## src/pkg/uart9_pkg.sv

```systemverilog
// Shared constants, carrier types and helper functions for the nine-bit serial port.
package uart9_pkg;

  // Oversampling counter: one bit time is sixteen ticks.
  localparam int unsigned CNT_W = 4;
  localparam logic [3:0] CNT_ZERO = 4'h0;
  localparam logic [3:0] CNT_ONE = 4'h1;
  localparam logic [3:0] CNT_LAST = 4'hF;
  localparam logic [3:0] SAMPLE_A = 4'h7;
  localparam logic [3:0] SAMPLE_B = 4'h8;
  localparam logic [3:0] SAMPLE_C = 4'h9;

  // Shift register widths and reset images.
  localparam int unsigned DATA_W = 8;
  localparam int unsigned SR_W = 9;
  localparam logic [8:0] RX_SR_INIT = 9'h1FF;
  localparam logic [8:0] SR_ZERO = 9'h000;
  localparam logic [7:0] ADDR_RESET = 8'h00;
  localparam logic [7:0] BYTE_ZERO = 8'h00;

  // Line levels.
  localparam logic IDLE_LEVEL = 1'b1;
  localparam logic START_LEVEL = 1'b0;
  localparam logic STOP_LEVEL = 1'b1;
  localparam logic SHIFT_FILL = 1'b0;

  // Input synchroniser depth for the receive pin.
  localparam int unsigned SYNC_STAGES = 3;

  typedef struct packed {
    logic var_rate;
    logic half_rate;
    logic ten_bit;
    logic multiproc_enable;
    logic rx_enable;
  } serial_cfg_t;

  typedef struct packed {
    logic [7:0] serial_buffer;
    logic rx_ninth_bit;
  } rx_frame_t;

  typedef enum logic [1:0] {TX_IDLE, TX_WAIT, TX_START, TX_DATA} tx_state_t;
  typedef enum logic [1:0] {RX_HUNT, RX_BITS, RX_TAIL} rx_state_t;

  function automatic logic vote3(input logic a, input logic b, input logic c);
    return (a & b) | (a & c) | (b & c);
  endfunction

  function automatic logic [7:0] reverse8(input logic [7:0] v);
    logic [7:0] r;
    r = BYTE_ZERO;
    for (int i = 0; i < 8; i++) begin
      r[i] = v[7 - i];
    end
    return r;
  endfunction

endpackage

```

## src/hw/uart9_core.sv

```systemverilog
// Nine-bit asynchronous serial port with multiprocessor filter and address recognition.
`timescale 1ns/1ps

module uart9_core
  import uart9_pkg::*;
#(
  parameter int unsigned SLOW_DIV = 2
) (
  // Clock, reset and clock enable
  input wire logic clk_i,
  input wire logic reset_n_i,
  input wire logic clk_en_i,
  // Configuration and rate source
  input wire serial_cfg_t cfg_i,
  input wire logic timer1_ovf_i,
  // Transmit buffer write
  input wire logic buf_wr_i,
  input wire logic [7:0] buf_wdata_i,
  input wire logic tx_ninth_bit_i,
  // Address and mask register writes
  input wire logic addr_wr_i,
  input wire logic [7:0] addr_wdata_i,
  input wire logic mask_wr_i,
  input wire logic [7:0] mask_wdata_i,
  // Flag clears
  input wire logic rx_done_clr_i,
  input wire logic tx_done_clr_i,
  // Serial lines
  input wire logic rxd_i,
  output logic txd_o,
  // Status and received data
  output rx_frame_t rx_frame_o,
  output logic rx_done_flag_o,
  output logic tx_done_flag_o,
  output logic tx_busy_o,
  output logic [7:0] slave_address_o,
  output logic [7:0] slave_address_mask_o
);

  if (SYNC_STAGES != 3) begin : g_check
    $error("receive synchroniser must have three stages");
  end

  // Reset release synchroniser; the rest of the block uses rst_n.
  logic [1:0] rst_sync_q;
  logic rst_n;

  always_ff @(posedge clk_i or negedge reset_n_i) begin
    if (!reset_n_i) begin
      rst_sync_q <= 2'h0;
    end else begin
      rst_sync_q <= {rst_sync_q[0], 1'b1};
    end
  end

  assign rst_n = rst_sync_q[1];

  logic tick;

  uart9_rate_gen #(
    .SLOW_DIV(SLOW_DIV)
  ) u_rate (
    .clk_i(clk_i),
    .rst_n_i(rst_n),
    .clk_en_i(clk_en_i),
    .var_rate_i(cfg_i.var_rate),
    .half_rate_i(cfg_i.half_rate),
    .timer1_ovf_i(timer1_ovf_i),
    .tick_o(tick)
  );

  // Address and mask registers.
  logic [7:0] slave_address_reg_q;
  logic [7:0] slave_address_reg_d;
  logic [7:0] slave_address_mask_reg_q;
  logic [7:0] slave_address_mask_reg_d;

  always_comb begin
    slave_address_reg_d = addr_wr_i ? addr_wdata_i : slave_address_reg_q;
    slave_address_mask_reg_d = mask_wr_i ? mask_wdata_i : slave_address_mask_reg_q;
  end

  always_ff @(posedge clk_i or negedge rst_n) begin
    if (!rst_n) begin
      slave_address_reg_q <= ADDR_RESET;
      slave_address_mask_reg_q <= ADDR_RESET;
    end else if (clk_en_i) begin
      slave_address_reg_q <= slave_address_reg_d;
      slave_address_mask_reg_q <= slave_address_mask_reg_d;
    end
  end

  assign slave_address_o = slave_address_reg_q;
  assign slave_address_mask_o = slave_address_mask_reg_q;

  // Transmitter. Its divide-by-16 counter runs free so bit times are tied
  // to the counter, not to the moment of the buffer write.
  tx_state_t tx_state_q;
  tx_state_t tx_state_d;
  logic [3:0] tx_cnt_q;
  logic [3:0] tx_cnt_d;
  logic [8:0] tx_sr_q;
  logic [8:0] tx_sr_d;
  logic tx_first_q;
  logic tx_first_d;
  logic txd_q;
  logic txd_d;
  logic tx_roll;
  logic tx_done_set;

  always_comb begin
    tx_state_d = tx_state_q;
    tx_sr_d = tx_sr_q;
    tx_first_d = tx_first_q;
    tx_done_set = 1'b0;
    tx_cnt_d = tick ? tx_cnt_q + CNT_ONE : tx_cnt_q;
    tx_roll = tick && (tx_cnt_q == CNT_LAST);
    case (tx_state_q)
      TX_IDLE: begin
        // A write while a frame is in flight is ignored.
        if (buf_wr_i) begin
          // The ten-bit format puts a stop level where the ninth bit would be.
          tx_sr_d = {cfg_i.ten_bit ? STOP_LEVEL : tx_ninth_bit_i, buf_wdata_i};
          tx_state_d = TX_WAIT;
        end
      end
      TX_WAIT: begin
        if (tx_roll) begin
          tx_state_d = TX_START;
          tx_first_d = 1'b1;
        end
      end
      TX_START: begin
        if (tx_roll) begin
          tx_state_d = TX_DATA;
        end
      end
      TX_DATA: begin
        if (tx_roll) begin
          if (!tx_first_q && (tx_sr_q[8:2] == SR_ZERO[8:2]) && tx_sr_q[1]) begin
            tx_sr_d = {SHIFT_FILL, tx_sr_q[8:1]};
            tx_state_d = TX_IDLE;
            tx_done_set = 1'b1;
          end else begin
            tx_sr_d = {tx_first_q ? STOP_LEVEL : SHIFT_FILL, tx_sr_q[8:1]};
            tx_first_d = 1'b0;
          end
        end
      end
      default: begin
        tx_state_d = TX_IDLE;
      end
    endcase
    case (tx_state_d)
      TX_START: txd_d = START_LEVEL;
      TX_DATA: txd_d = tx_sr_d[0];
      default: txd_d = IDLE_LEVEL;
    endcase
  end

  always_ff @(posedge clk_i or negedge rst_n) begin
    if (!rst_n) begin
      tx_state_q <= TX_IDLE;
      tx_cnt_q <= CNT_ZERO;
      tx_sr_q <= SR_ZERO;
      tx_first_q <= 1'b0;
      txd_q <= IDLE_LEVEL;
    end else if (clk_en_i) begin
      tx_state_q <= tx_state_d;
      tx_cnt_q <= tx_cnt_d;
      tx_sr_q <= tx_sr_d;
      tx_first_q <= tx_first_d;
      txd_q <= txd_d;
    end
  end

  assign txd_o = txd_q;
  assign tx_busy_o = (tx_state_q != TX_IDLE);

  // Receive pin synchroniser. The filtered level moves only when the second
  // and third stages agree, which also hides a one-clock glitch.
  logic [2:0] sync_q;
  logic rx_level_q;
  logic rx_level_d;
  logic rx_fall;

  always_comb begin
    rx_level_d = (sync_q[1] == sync_q[2]) ? sync_q[2] : rx_level_q;
    rx_fall = rx_level_q && !rx_level_d;
  end

  always_ff @(posedge clk_i or negedge rst_n) begin
    if (!rst_n) begin
      sync_q <= {SYNC_STAGES{IDLE_LEVEL}};
      rx_level_q <= IDLE_LEVEL;
    end else if (clk_en_i) begin
      sync_q <= {sync_q[1:0], rxd_i};
      rx_level_q <= rx_level_d;
    end
  end

  // Receiver.
  rx_state_t rx_state_q;
  rx_state_t rx_state_d;
  logic [3:0] rx_cnt_q;
  logic [3:0] rx_cnt_d;
  logic [8:0] rx_sr_q;
  logic [8:0] rx_sr_d;
  logic [1:0] samp_q;
  logic [1:0] samp_d;
  logic rx_first_q;
  logic rx_first_d;
  rx_frame_t frame_q;
  rx_frame_t frame_d;
  logic rx_done_set;
  logic vote;
  logic [8:0] shifted;
  logic [7:0] rx_byte;
  logic addr_hit;
  logic accept;

  always_comb begin
    vote = vote3(samp_q[1], samp_q[0], rx_level_q);
    shifted = {rx_sr_q[7:0], vote};
    // Bits arrive LSB first into a left-shifting register, so the byte is
    // stored reversed and is turned round when it is loaded.
    rx_byte = reverse8(shifted[8:1]);
  end

  uart9_addr_match u_match (
    .slave_address_i(slave_address_reg_q),
    .slave_address_mask_i(slave_address_mask_reg_q),
    .rx_byte_i(rx_byte),
    .match_o(addr_hit)
  );

  always_comb begin
    // Ten-bit format: the filter only asks for a valid stop bit.
    accept = !rx_done_flag_o &&
             (!cfg_i.multiproc_enable ||
              (shifted[0] && (cfg_i.ten_bit || addr_hit)));
    rx_state_d = rx_state_q;
    rx_cnt_d = rx_cnt_q;
    rx_sr_d = rx_sr_q;
    samp_d = samp_q;
    rx_first_d = rx_first_q;
    frame_d = frame_q;
    rx_done_set = 1'b0;
    case (rx_state_q)
      RX_HUNT: begin
        if (cfg_i.rx_enable && rx_fall) begin
          rx_cnt_d = CNT_ZERO;
          rx_sr_d = RX_SR_INIT;
          rx_first_d = 1'b1;
          rx_state_d = RX_BITS;
        end
      end
      RX_BITS: begin
        if (tick) begin
          rx_cnt_d = rx_cnt_q + CNT_ONE;
          if (rx_cnt_q == SAMPLE_A) begin
            samp_d[1] = rx_level_q;
          end
          if (rx_cnt_q == SAMPLE_B) begin
            samp_d[0] = rx_level_q;
          end
          if (rx_cnt_q == SAMPLE_C) begin
            if (rx_first_q && vote) begin
              rx_state_d = RX_HUNT;
            end else if (!rx_first_q && !rx_sr_q[8]) begin
              rx_sr_d = shifted;
              rx_state_d = RX_TAIL;
              if (accept) begin
                frame_d.serial_buffer = rx_byte;
                frame_d.rx_ninth_bit = shifted[0];
                rx_done_set = 1'b1;
              end
            end else begin
              rx_sr_d = shifted;
              rx_first_d = 1'b0;
            end
          end
        end
      end
      RX_TAIL: begin
        if (tick) begin
          rx_cnt_d = rx_cnt_q + CNT_ONE;
          if (rx_cnt_q == SAMPLE_C) begin
            rx_state_d = RX_HUNT;
          end
        end
      end
      default: begin
        rx_state_d = RX_HUNT;
      end
    endcase
  end

  always_ff @(posedge clk_i or negedge rst_n) begin
    if (!rst_n) begin
      rx_state_q <= RX_HUNT;
      rx_cnt_q <= CNT_ZERO;
      rx_sr_q <= RX_SR_INIT;
      samp_q <= 2'h3;
      rx_first_q <= 1'b0;
      frame_q <= '0;
    end else if (clk_en_i) begin
      rx_state_q <= rx_state_d;
      rx_cnt_q <= rx_cnt_d;
      rx_sr_q <= rx_sr_d;
      samp_q <= samp_d;
      rx_first_q <= rx_first_d;
      frame_q <= frame_d;
    end
  end

  assign rx_frame_o = frame_q;

  // Done flags: a set in the same cycle as a clear wins, so no event is lost.
  logic rx_done_q;
  logic rx_done_d;
  logic tx_done_q;
  logic tx_done_d;

  always_comb begin
    rx_done_d = (rx_done_q && !rx_done_clr_i) || rx_done_set;
    tx_done_d = (tx_done_q && !tx_done_clr_i) || tx_done_set;
  end

  always_ff @(posedge clk_i or negedge rst_n) begin
    if (!rst_n) begin
      rx_done_q <= 1'b0;
      tx_done_q <= 1'b0;
    end else if (clk_en_i) begin
      rx_done_q <= rx_done_d;
      tx_done_q <= tx_done_d;
    end
  end

  assign rx_done_flag_o = rx_done_q;
  assign tx_done_flag_o = tx_done_q;

endmodule

```

## src/hw/uart9_rate_gen.sv

```systemverilog
// Sixteen-times bit-rate tick generator for the fixed and variable rate modes.
`timescale 1ns/1ps
module uart9_rate_gen
  import uart9_pkg::*;
#(
  parameter int unsigned SLOW_DIV = 2
) (
  // Clock and control
  input wire logic clk_i,
  input wire logic rst_n_i,
  input wire logic clk_en_i,
  // Rate selection
  input wire logic var_rate_i,
  input wire logic half_rate_i,
  input wire logic timer1_ovf_i,
  // Oversampling tick
  output logic tick_o
);

  localparam int unsigned DIV_W = (SLOW_DIV > 1) ? $clog2(SLOW_DIV) : 1;
  localparam logic [DIV_W-1:0] DIV_LAST = DIV_W'(SLOW_DIV - 1);
  localparam logic [DIV_W-1:0] DIV_ZERO = '0;

  if (SLOW_DIV < 2) begin : g_check
    $error("SLOW_DIV must be at least 2");
  end

  logic [DIV_W-1:0] div_q;
  logic [DIV_W-1:0] div_d;

  // Fixed rate: tick every clock (bit rate 1/16) or every SLOW_DIV clocks (1/32 with SLOW_DIV of 2).
  // Variable rate: every timer 1 overflow pulse is one tick.
  always_comb begin
    div_d = (div_q == DIV_LAST) ? DIV_ZERO : div_q + DIV_W'(1);
    if (var_rate_i) begin
      tick_o = timer1_ovf_i;
    end else if (half_rate_i) begin
      tick_o = (div_q == DIV_LAST);
    end else begin
      tick_o = 1'b1;
    end
  end

  always_ff @(posedge clk_i or negedge rst_n_i) begin
    if (!rst_n_i) begin
      div_q <= DIV_ZERO;
    end else if (clk_en_i) begin
      div_q <= div_d;
    end
  end

endmodule

```

## src/hw/uart9_addr_match.sv

```systemverilog
// Given and broadcast address comparison for automatic address recognition.
`timescale 1ns/1ps
module uart9_addr_match
  import uart9_pkg::*;
(
  // Address registers
  input wire logic [7:0] slave_address_i,
  input wire logic [7:0] slave_address_mask_i,
  // Received byte
  input wire logic [7:0] rx_byte_i,
  // Result
  output logic match_o
);

  logic given_hit;
  logic bcast_hit;
  logic [7:0] bcast;

  always_comb begin
    // Mask zeros are don't-care in the given address.
    given_hit = ((rx_byte_i ^ slave_address_i) & slave_address_mask_i) == BYTE_ZERO;
    // Zeros of the OR are don't-care; ones must be received as ones.
    bcast = slave_address_i | slave_address_mask_i;
    bcast_hit = (rx_byte_i & bcast) == bcast;
    match_o = given_hit | bcast_hit;
  end

endmodule

```

## config.mk

```make
export PLATFORM = sky130hd
export DESIGN_NAME = uart9_core
export DESIGN_NICKNAME = d
export VERILOG_FILES = /design/src/pkg/uart9_pkg.sv /design/src/hw/uart9_core.sv /design/src/hw/uart9_rate_gen.sv /design/src/hw/uart9_addr_match.sv
export SDC_FILE = /design/constraint.sdc
export NUM_CORES = 1
export LEC_CHECK = 0
export BUFFER_PORTS_ARGS = -buffer_cell sky130_fd_sc_hd__buf_2
export CAP_MARGIN = 20
export CORE_UTILIZATION = 30
export DETAILED_ROUTE_END_ITERATION = 16
export REMOVE_ABC_BUFFERS = 1
export SLEW_MARGIN = 20
export SYNTH_ARGS = -nofsm -noshare
export SYNTH_HDL_FRONTEND = slang
export SYNTH_SLANG_ARGS = --single-unit
```

## constraint.sdc

```tcl
create_clock -name clk_i -period 2.9 [get_ports clk_i]
set_input_delay 0.29 -clock clk_i [delete_from_list [all_inputs] [get_ports clk_i]]
set_output_delay 0.29 -clock clk_i [all_outputs]
set_load 0.03 [all_outputs]
```

# --- Word level (Yosys, flattened, before mapping) ---
# Cells that the tools add are included.
classes:
  addsub: 3
  shift: 0
  div: 0
  reduce_logical: 45
  magnitude_cmp: 0
  multipliers: 0
  mux: 52
  bitwise_logic: 11
  eq_ne: 26
op_table:
  columns: ["op", "count"]
  rows:
  - ["$mux 9", 7]
  - ["$pmux 9 s2", 2]
  - ["$mux 2", 12]
  - ["$mux 1", 23]
  - ["$ne 2x2->1 const B", 11]
  - ["$reduce_and 7->1", 3]
  - ["$and 8x8->8", 2]
  - ["$reduce_and 4->1", 4]
  - ["$eq 4x4->1 const B", 3]
  - ["$logic_and 1x1->1", 11]
  - ["$eq 2x2->1 const B", 5]
  - ["$reduce_bool 2->1", 5]
  - ["$add 4x1->4 const B", 2]
  - ["$eq 8x8->1", 1]
  - ["$logic_not 1->1", 8]
  - ["$logic_not 8->1", 1]
  - ["$mux 4", 2]
  - ["$or 8x8->8", 1]
  - ["$pmux 2 s4", 1]
  - ["$pmux 4 s2", 1]
  - ["$xor 8x8->8", 1]
  - ["$logic_not 7->1", 1]
  - ["$pmux 1 s2", 3]
  - ["$pmux 2 s3", 1]
  - ["other kinds (15)", 26]
word_totals:
  latch_bits: 0
  memories: 0
  regBits: 69
  wordCells: 159
  mem_bits_ro: 0
  ram_bits: 0
  out_inout_bits: 29
  inputBits: 40

# --- Logic depth before layout (Yosys ltp) ---
# Gate-level depths: netlist of run 1.
logic_depth:
  ltp_word: 15
  depth_mapped: 8
  mapped_depth_nobuf: 7

# --- By module ---
# From an unflattened synthesis of run 1, not the netlist that was laid out.
unflattened:
  cells_unflattened: 300
  hier_area_um2: 3459.6
by_module_without_submodules:
  columns: ["mod", "seq_area_each_um2", "area_each_um2", "cells_each", "instances"]
  rows:
  - ["uart9_core", 1721.7, 3225.6, 269, 1]
  - ["uart9_addr_match", 0.0, 185.2, 26, 1]
  - ["uart9_rate_gen", 25.0, 48.8, 5, 1]

# --- Least setup slack after synthesis of run 1 ---
# No wires, ideal clock.
synth_path:
  kind: "register -> register"
  start: "reg rx_state_q[1]"
  end: "reg frame_q, in the netlist rx_frame_o[0]"
  setup_time_ns: 0.125
  n_path_buf: 1
  slack_ns: 1.073
  stages_incl_launch_ff: 8
  required_time_ns: 2.775
  synth_period_minus_slack_ns: 1.827
  arrival_ns: 1.702
  cell_sequence: "dfrtp_1 > inv_1 > ha_1 > clkbuf_1 > nand2_1 > nor3_1 > o2111ai_4 > mux2_2"
synth_via:
  elab_chain_len: 2
synth_lines:
  columns: ["element", "line", "source"]
  rows:
  - ["start, declared", "uart9_core.sv:203", "rx_state_t rx_state_q;"]
  - ["start signal, assigned", "uart9_core.sv:308", "rx_state_q <= rx_state_d;"]
  - ["$eq 2x1->1", "uart9_core.sv:249", "case (rx_state_q)"]
  - ["$reduce_and 7->1 (no line)", null, null]
  - ["end signal, assigned", "uart9_core.sv:313", "frame_q <= frame_d;"]
  - ["end, declared", "uart9_core.sv:213", "rx_frame_t frame_q;"]
# No other way between the ends.
# A chain may end at the register's enable or synchronous reset.

# --- Final worst setup path of run 1 ---
layout_path:
  start: "reg rx_state_q[1]"
  end: "reg frame_q, in the netlist rx_frame_o[4]"
# The elaborated chain is that of the path after synthesis.

==> results.ini, run 1 <==
[routing]
antenna_left=0
dr.first_iter.drc_count=129
num_vias=2591
firstDrtPassIters=4
routedWlPerCell_microns=15.2
drc=0
wirelength_mm=7.89
via_per_inst=5.00

[worst_setup_path]
slowest_stage=dfrtp_1
cp.arrival_ns=2.21
cp_cell_sequence=inv_1 > ha_1 > nand2_1 > nor3_1 > o2111ai_4 > mux2_2
start_kind=flip-flop
critPathKind=flip-flop to flip-flop
path_delay_family=simple AND/OR/NAND/NOR gates
crit_fanout=10
end_kind=flip-flop
crit_buf_inv=1
cpPeakStageDelay_ns=0.39
cp_data_required_time_ns=3.13

[floorplanning]
die_x_microns=108
design.core.area_sq_um=10900
ios=69
die_h_microns=108
core.rowCount=38
initial_utilization_pct=30.9
die-area_sq_um=11700

[grt]
antenna_found_initial=0
grt_pass1_vias=2543
grt_pass1_wl_mm=12.8
gr-usage-all-layers_pct=14.5
overflow=0
grt_max_degree=41

[finish]
finalInstanceArea_sq_um=4070
nets=424
final_cells=518
nFillCells=1093
drive_gt1_share_pct=37.3
multiInputGateArea_sq_um=1550
seqCellArea_sq_um=1750
n_antenna_cell=0
area_delta_synth_final_pct=20.7

[clock_tree]
cts_resized=0
insertion_delay_ns=0.35
clock_path_buffers=2
cts_tree=yes
clk_pin_slew_ns=0.07
cts_sinks=69
cts_hold_buf=1
cts_made_buffers=9
htreeDepth=3
post_cts_buffers=0
clock-root-buffer=clkbuf_8

[synth]
netlist_area_sq_um=3370
ys_seq_area_share_pct=51.9
synth_top_cell_by_area=dfrtp_1
syn_inst=295
yosys.area.top_type_share_pct=39.4
ys_ff_latch=69
synth.most_common_cell=dfrtp_1
ys_dominant_reg_cell=dfrtp_1
synth_cell_types=52
synth-edff-count=0
async_reset_ff_share_pct=100
ys_warn_count=0
synth.avg_cell_area_sq_um=11.4
netlist_top_cells_area=dfrtp_1 (39%), dfstp_2 (12%), mux2_2 (10%)
synth_common_cells=dfrtp_1 (53), mux2_2 (31), nand2_1 (31), o21ai_0 (19), dfstp_2 (16)

[sta]
slew_headroom_pct=41.4
fmax_ghz=0.505
slew_viol_final=0
period_minus_slack_ns=1.98
skew_ns=0.0146
fin_setup_tns_ns=0
period_share_pct=68.3
worst_pin_slew_ns=0.878
setup_viol=0
hold_viol_final=0
rsz0062_at_grt=no

[power]
pwr-share-comb_pct=34.2
clock_power_share_pct=21.3
power.density_nw_per_um2=816
p_sw_share_pct=37.9
p_leak_uw=0.00183
ir_drop_mv=0.342
p_int_uw=2060
seq_power_share_pct=44.5
netSwitchingPower_uw=1260
power_uw=3320

[job]
cap_violations=0

[placement]
hpwl_mm=5.79
port_buffers=68
dpl_cell_area_sq_um=3880
dpl.cell_count=501
finalWeightedCongestion=0.835

[worst_hold_path]
worstHoldPathType=input pin to flip-flop

[outcome]
status=finished, final reports clean

-- area by class of cell --
class	instances	area share, %
multi-input cells	208	38.1
repair buffers	72	9.17
flip-flops and latches	69	43.0
inverters	13	1.20
well taps	140	4.31
clock buffers	14	4.00
clock inverters	2	0.246
-- per-layer routing --
| metal | share of wire, % | GRT usage, % | vias to the layer above |
|---|---|---|---|
| li1 | - | - | 1230 |
| met1 | 47 | 19.2 | 1279 |
| met2 | 47 | 23.1 | 75 |
| met3 | 5.4 | 4.22 | 7 |
| met4 | 1.0 | 4.11 | 0 |
| met5 | 0 | 0 | - |
-- registers in the layout, summed over array words and instances (netlist names) --
signal	count
rst_sync_q	2
slave_address_mask_o	8
rx_sr_q	9
tx_sr_q	9
rx_cnt_q	4
sync_q	3
rx_state_q	2
tx_done_flag_o	1
slave_address_o	8
samp_q	2
rx_done_flag_o	1
tx_state_q	2
tx_cnt_q	4
rx_first_q	1
rx_level_q	1
u_rate.div_q	1
tx_first_q	1
txd_o	1
rx_frame_o	9
-- power by group through the flow --
stage | Clock (uW) | Combinational, uW | Sequential [uW]
2_1_floorplan | 0 | 771 | 1510
3_3_place_gp | 0 | 1090 | 1480
3_5_place_dp | 0 | 1130 | 1490
4_1_cts | 730 | 1140 | 1470
5_1_grt | 779 | 1270 | 1510
6_report | 707 | 1140 | 1480
-- path summary, 6_finish.rpt --
check                                      from                  to  slack, ns  cells after the start
worst max-delay path              rx_state_q[1]       rx_frame_o[4]       0.92                      6
worst min-delay path            addr_wdata_i[0]  slave_address_o[0]       0.17                      2
max in group asynchronous         rst_sync_q[1]           samp_q[0]       1.68                      1
worst max register to register    rx_state_q[1]       rx_frame_o[4]       0.92                      6
worst min register to register    rst_sync_q[0]       rst_sync_q[1]       0.35                      0
min in group asynchronous             reset_n_i       rst_sync_q[1]       0.25                      2
-- placed cells by master, fill, tap and decap left out, types with 4 or more instances in the layout --
master / n
a21oi_1: 8
a22oi_1: 11
buf_2: 68
clkbuf_8: 11
dfrtp_1: 52
dfstp_2: 16
ha_1: 11
inv_1: 13
mux2_2: 31
nand2_1: 31
nand2b_1: 5
nand3_1: 7
nor2_1: 14
nor3_1: 4
o21ai_0: 19
o22a_1: 9
xor2_1: 10
-- per-stage QoR --
| step | util (%) | setup slack, ns | hold WS [ns] |
|---|---|---|---|
| 6_report | 37.3 | 0.919 | 0.174 |
| 5_1_grt | 37.3 | 0.750 | 0.160 |
| 4_1_cts | 37.3 | 0.913 | 0.161 |
| 3_5_place_dp | 35.7 | 0.925 | 0.0773 |
| 3_3_place_gp | 35.7 | 0.971 | 0.0769 |
| 2_1_floorplan | - | 0.864 | -0.00559 |
-- cell families (layout without fill, tap and decap cells) --
logic type               after synthesis  after routing  share of synthesized area, %
other                                  1              1                         0.111
multiplexers                          32             32                          10.7
adder cells (fa/ha/maj)               12             12                          4.38
AO/OA/AOI/OAI                         72             72                          15.7
XOR/XNOR                              12             12                          3.12
AND/OR/NAND/NOR                       79             79                          12.0
flip-flops                            69             69                          51.9
buffers and inverters                 18            101                          2.16
No activity file was read; power rests on OpenSTA's default activity.
==> inputs of run 2 (changes only) <==
- clock period: 2.9 -> 2 ns (I/O delays scaled with it)
==> run 2 against run 1 <==
Effect of this change:
- first-iteration DRC count down 14%
- cell area up 4.2%
- via count up 0.12%
- sequential power up 44%
- combinational power up 54%
- clock skew down 0.0010 ns
- highest routed layer unchanged
==> results.ini, run 2 (synthesis gave the netlist of run 1 again) <==
[clock_tree]
clock_path_buffers=2  ; unchanged
htreeDepth=3  ; unchanged
cts_sinks=69  ; unchanged
cts_tree=yes  ; unchanged
insertion_delay_ns=0.35  ; about the same
clock-root-buffer=clkbuf_8  ; unchanged
clk_pin_slew_ns=0.08  ; was 0.07 ns
cts_made_buffers=9  ; unchanged

[grt]
gr-usage-all-layers_pct=14.4  ; was 14.5%
grt_pass1_wl_mm=12.9  ; was 12.8 mm
overflow=0  ; unchanged
antenna_found_initial=0  ; unchanged
grt_pass1_vias=2644  ; was 2,543
grt_max_degree=33  ; was 41

[finish]
drive_gt1_share_pct=40.6  ; was 37.3%
n_antenna_cell=0  ; unchanged
mostFrequentLayoutCell=buf_2  ; unchanged
final_cell_mix=buf_2 (68), dfrtp_1 (52), nand2_1 (31), mux2_2 (31), o21ai_0 (19)  ; unchanged
final_cells=529  ; was 518
area_delta_synth_final_pct=25.8  ; was 20.7%
nets=435  ; was 424

[worst_setup_path]
crit_fanout=10  ; unchanged
reg2reg_slack_ns=0.08  ; was 0.92 ns
r2r_cells=6  ; unchanged
crit_start=rx_sr_q[1]  ; was rx_state_q[1]
cp.arrival_ns=2.15  ; was 2.21 ns
r2r_start=rx_sr_q[1]  ; was rx_state_q[1]
critPathKind=flip-flop to flip-flop  ; unchanged
cp-endpoint=rx_frame_o[8]  ; was rx_frame_o[4]
start_kind=flip-flop  ; unchanged
end_kind=flip-flop  ; unchanged
reg2reg_to=rx_frame_o[8]  ; was rx_frame_o[4]
cp_data_required_time_ns=2.24  ; was 3.13 ns

[sta]
period_minus_slack_ns=1.92  ; was 1.98 ns
skew_ns=0.0135  ; was 0.0146 ns
fin_setup_tns_ns=0  ; unchanged
rsz0062_at_grt=yes  ; was no
slew_headroom_pct=66.0  ; was 41.4%
period_share_pct=95.8  ; was 68.3%
slew_viol_final=0  ; unchanged
worst_pin_slew_ns=0.507  ; was 0.878 ns
hold_viol_final=0  ; unchanged
fmax_ghz=0.522  ; was 0.505 GHz
setup_viol=0  ; unchanged

[floorplanning]
die_x_microns=108  ; unchanged
initial_utilization_pct=30.9  ; unchanged
core.rowCount=38  ; unchanged
ios=69  ; unchanged
die_h_microns=108  ; unchanged
design.core.area_sq_um=10900  ; unchanged
die-area_sq_um=11700  ; unchanged

[worst_hold_path]
worstHoldPathType=input pin to flip-flop  ; unchanged

[routing]
wirelength_mm=7.79  ; was 7.89 mm
num_vias=2594  ; was 2,591
antenna_left=0  ; unchanged
routedWlPerCell_microns=14.7  ; was 15.2 microns
drc=0  ; unchanged
firstDrtPassIters=4  ; unchanged
dr.first_iter.drc_count=111  ; was 129
via_per_inst=4.90  ; was 5.00

[power]
clock_power_share_pct=24.7  ; was 21.3%
seq_power_share_pct=41.2  ; was 44.5%
p_sw_share_pct=36.7  ; was 37.9%
pwr-share-comb_pct=34.0  ; was 34.2%
p_leak_uw=0.00191  ; was 0.00183 uW
power.density_nw_per_um2=1220  ; was 816 nW/um^2
p_int_uw=3270  ; was 2060 uW
ir_drop_mv=0.495  ; was 0.342 mV
netSwitchingPower_uw=1900  ; was 1260 uW

[outcome]
status=finished, final reports clean  ; unchanged

[placement]
hpwl_mm=5.91  ; was 5.79 mm
dpl.cell_count=511  ; was 501
port_buffers=68  ; unchanged
finalWeightedCongestion=0.848  ; was 0.835

[job]
cap_violations=0  ; unchanged

run 2: changes by cell type in the layout (fill, tap and decap cells not counted), sizes merged:
cell / previous run / this run
inv: 13 / 14
bufinv: 0 / 2
buf: 71 / 82
clkinvlp: 0 / 2
clkbuf: 14 / 9
run 2: cell type report:
type / count / area, sq um
fillers: 1084 / 6650
inverters: 13 / 48.8
multi-input cells: 208 / 1560
well taps: 140 / 175
flip-flops and latches: 69 / 1750
repair buffers: 83 / 480
clock buffers: 9 / 124
clock inverters: 7 / 97.6
run 2: power groups by stage:
stage | clock, uW | sequential [uW] | combinational (uW)
final | 1280 | 2130 | 1760
after global routing | 1370 | 2200 | 1960
after global placement | 0 | 2140 | 1690
after CTS | 1320 | 2130 | 1750
after detailed placement | 0 | 2150 | 1730
after floorplan | 0 | 2190 | 1120
run 2: worst min-delay path by stage:
stage / cells past startpoint / from / to
after global routing: 2 / addr_wdata_i[1] / slave_address_o[1]
final: 2 / addr_wdata_i[0] / slave_address_o[0]
after floorplan: 0 / reset_n_i / rst_sync_q[0]
after global placement: 1 / reset_n_i / rst_sync_q[0]
after detailed placement: 1 / reset_n_i / rst_sync_q[0]
after CTS: 2 / addr_wdata_i[0] / slave_address_o[0]
run 2: metrics by stage:
| step | setup WS, ns | power (uW) | instance area (sq um) | hold WS, ns | utilization (%) |
|---|---|---|---|---|---|
| finish | 0.0839 | 5170 | 4240 | 0.0783 | 38.9 |
| global route | 0.00655 | 5530 | 4240 | 0.0609 | 38.9 |
| CTS | 0.00751 | 5200 | 4210 | 0.0604 | 38.6 |
| detailed placement | -0.0367 | 3890 | 3970 | -0.0136 | 36.5 |
| global placement | 0.0454 | 3830 | 3970 | -0.0132 | 36.5 |
| floorplan | -0.0357 | 3310 | 3340 | -0.0956 | - |
run 2: repair_timing:
| item | 4_1_cts | 5_1_grt |
|---|---|---|
| setup endpoints to repair | 12 | 13 |
| hold endpoints to repair | 2 | 0 |
| hold buffers | 1 | 0 |
| gates resized for setup | 1 | 2 |
| pin swaps | 1 | 1 |
| buffers inserted | 0 | 1 |
run 2: per-layer routing:
| layer | vias up | GRT usage [%] | share of wire [%] |
|---|---|---|---|
| met4 | 0 | 5.77 | 1.8 |
| met3 | 14 | 3.50 | 3.8 |
| li1 | 1248 | - | - |
| met5 | - | 0 | 0 |
| met2 | 54 | 22.5 | 46 |
| met1 | 1278 | 18.9 | 48 |
run 2: worst max-delay path, cell delays in order (launching register included):
cell and delay, ns:
dfstp_2 0.59, xor2_1 0.17, a22oi_1 0.12, and4_4 0.22, o2111ai_4 0.21, buf_12 0.16, mux2_2 0.33
==> inputs of run 3 (changes only) <==
- ABC_AREA: default -> 1
==> run 3 against run 2 <==
Effect of this change:
- critical path type unchanged
- combinational power rose by 3%
- register-to-register slack improved by 0.11 ns
- largest power group unchanged
- worst hold slack improved by 0.0038 ns
==> results.ini, run 3 <==
[clock_tree]
insertion_delay_ns=0.33  ; was 0.35 ns
post_cts_buffers=0  ; unchanged
clock_path_buffers=2  ; unchanged
htreeDepth=3  ; unchanged
clock-root-buffer=clkbuf_16  ; was clkbuf_8
cts_made_buffers=9  ; unchanged
cts_tree=yes  ; unchanged
clk_pin_slew_ns=0.06  ; was 0.08 ns
cts_sinks=69  ; unchanged

[synth]
ys_warn_count=0  ; unchanged
ys_ff_latch=69  ; unchanged
netlist_area_sq_um=3520  ; was 3370 sq um
yosys.area.top_type_share_pct=37.7  ; was 39.4%
netlist_top_cells_area=dfrtp_1 (38%), dfstp_2 (12%), nand2_1 (9.8%)  ; was dfrtp_1 (39%), dfstp_2 (12%), mux2_2 (10%)
synth-edff-count=0  ; unchanged
ys_seq_area_share_pct=49.6  ; was 51.9%
ys_dominant_reg_cell=dfrtp_1  ; unchanged
synth_top_cell_by_area=dfrtp_1  ; unchanged
synth.most_common_cell=nand2_1  ; was dfrtp_1
syn_inst=400  ; was 295
async_reset_ff_share_pct=100  ; unchanged
synth_cell_types=41  ; was 52
synth.avg_cell_area_sq_um=8.80  ; was 11.4 sq um
synth_common_cells=nand2_1 (92), dfrtp_1 (53), inv_1 (53), o21ai_0 (31), nor2_1 (30)  ; was dfrtp_1 (53), mux2_2 (31), nand2_1 (31), o21ai_0 (19), dfstp_2 (16)

[grt]
grt_max_degree=68  ; was 33
overflow=0  ; unchanged
grt_pass1_wl_mm=13.1  ; was 12.9 mm
grt_pass1_vias=2722  ; was 2,644
antenna_found_initial=0  ; unchanged
gr-usage-all-layers_pct=14.4  ; about the same

[floorplanning]
initial_utilization_pct=30.8  ; was 30.9%
ios=69  ; unchanged
core.rowCount=39  ; was 38
die_h_microns=110  ; was 108 microns
design.core.area_sq_um=11400  ; was 10,900 sq um
die-area_sq_um=12200  ; was 11,700 sq um
die_x_microns=110  ; was 108 microns

[finish]
final_cell_mix=nand2_1 (92), buf_2 (68), inv_1 (53)  ; was buf_2 (68), dfrtp_1 (52), nand2_1 (31), mux2_2 (31), o21ai_0 (19)
n_antenna_cell=0  ; unchanged
multiInputGateArea_sq_um=1560  ; about the same
drive_gt1_share_pct=28.2  ; was 40.6%
final_cells=626  ; was 529
seqCellArea_sq_um=1750  ; unchanged
nets=529  ; was 435
area_delta_synth_final_pct=24.5  ; was 25.8%
mostFrequentLayoutCell=nand2_1  ; was buf_2
nFillCells=1190  ; was 1,084
finish.utilization_pct=38.4  ; was 38.9%

[worst_hold_path]
worstHoldPathType=input pin to flip-flop  ; unchanged

[worst_setup_path]
crit_fanout=10  ; unchanged
start_kind=flip-flop  ; unchanged
reg2reg_slack_ns=0.20  ; was 0.08 ns
end_kind=flip-flop  ; unchanged
slowest_stage=dfrtp_1  ; was dfstp_2
cp_data_required_time_ns=2.22  ; was 2.24 ns
path_delay_family=simple AND/OR/NAND/NOR gates  ; was flip-flops
crit_buf_inv=2  ; was 1
crit_top_cell=inv_1
critPathKind=flip-flop to flip-flop  ; unchanged
cpPeakStageDelay_ns=0.39  ; was 0.59 ns
cp_cell_sequence=inv_1 > ha_1 > nand3_1 > or2_1 > nand2_1 > nand2_2 > nor2_4 > o21bai_1 > inv_1  ; was xor2_1 > a22oi_1 > and4_4 > o2111ai_4 > buf_12 > mux2_2
cp.arrival_ns=2.03  ; was 2.15 ns

[sta]
setup_viol=0  ; unchanged
hold_viol_final=0  ; unchanged
slew_headroom_pct=63.8  ; was 66.0%
worst_pin_slew_ns=0.542  ; was 0.507 ns
hold_slack_ns=0.0822  ; was 0.0783 ns
skew_ns=0.00709  ; was 0.0135 ns
slew_viol_final=0  ; unchanged
period_minus_slack_ns=1.80  ; was 1.92 ns
fin_setup_tns_ns=0  ; unchanged
fmax_ghz=0.554  ; was 0.522 GHz
period_share_pct=90.2  ; was 95.8%

[placement]
hpwl_mm=5.89  ; was 5.91 mm
dpl.cell_count=609  ; was 511
finalWeightedCongestion=0.833  ; was 0.848
port_buffers=68  ; unchanged

[routing]
wirelength_mm=7.99  ; was 7.79 mm
num_vias=2921  ; was 2,594
via_per_inst=4.67  ; was 4.90
firstDrtPassIters=6  ; was 4
dr.first_iter.drc_count=225  ; was 111
drc=0  ; unchanged
routedWlPerCell_microns=12.8  ; was 14.7 microns
antenna_left=0  ; unchanged

[power]
ir_drop_mv=0.552  ; was 0.495 mV
power.density_nw_per_um2=1250  ; was 1220 nW/um^2
p_leak_uw=0.00221  ; was 0.00191 uW

[outcome]
status=finished, final reports clean  ; unchanged

[job]
cap_violations=0  ; unchanged

## run 3: changes by cell type in the layout (fill, tap and decap cells not counted), sizes merged, moves of 9 or more
cell   previous run  this run
inv              14        55
nor2             14        34
buf              82        70
o22a              9         0
o21ai            19        43
nand3             8        19
nand2            31        96
mux2             31         9
a21oi             9        19
## run 3: metrics by stage
stage | setup slack, ns | instance area, sq um | total power, uW
after floorplan | -0.0357 | 3490 | 3340
after global placement | 0.177 | 4040 | 3760
after detailed placement | 0.154 | 4040 | 3830
after CTS | 0.141 | 4360 | 5510
after global routing | -0.0151 | 4380 | 5870
final | 0.196 | 4380 | 5460
## run 3: routing by layer
layer / global-route usage (%) / routed length (microns) / vias up
met4: 5.17 / 113 / 0
li1: - / - / 1469
met2: 22.4 / 3700 / 88
met3: 4.47 / 441 / 11
met1: 18.8 / 3730 / 1353
met5: 0 / 0 / -
## run 3: final cells by class
class	instances	area share [%]
Clock buffer	11	5.77
Clock inverter	5	1.34
Inverter	55	4.77
Multi-Input combinational cell	272	35.5
Sequential cell	69	39.9
Tap cell	143	4.08
Timing Repair Buffer	71	8.63
## run 3: worst paths after layout
kind | from | end | cells after the start
max | rx_cnt_q[1] | rx_first_q | 9
min | rxd_i | sync_q[0] | 3
max reg2reg | rx_cnt_q[1] | rx_first_q | 9
min reg2reg | rst_sync_q[1] | rx_cnt_q[0] | 1
max in group asynchronous | rst_sync_q[1] | samp_q[0] | 1
min in group asynchronous | reset_n_i | rst_sync_q[0] | 2
## run 3: cells by family after synthesis
group,Yosys count,share of synthesized area [%]
other,1,0.107
DFF,69,49.6
and+or+nand+nor,161,21.2
xor gates and xnor gates,5,1.24
adders and majority gates,11,3.91
muxes,9,2.88
AOI/OAI and AO/OA,85,14.4
buffers and inverters,59,6.61
## run 3: worst min-delay path, delay by kind of cell
family        cells  cell delay, ns
simple gates      2            0.11
buf+inv           1            0.10
## run 3: where the power goes
group          internal (uW)  switching [uW]
Combinational            622            1190
Clock                   1030             606
Sequential              1760             237
## run 3: timing repair
action	4_1_cts	5_1_grt
gates resized for setup	0	4
endpoints found under the setup margin	0	18
hold endpoints to repair	2	0
hold buffers	1	0
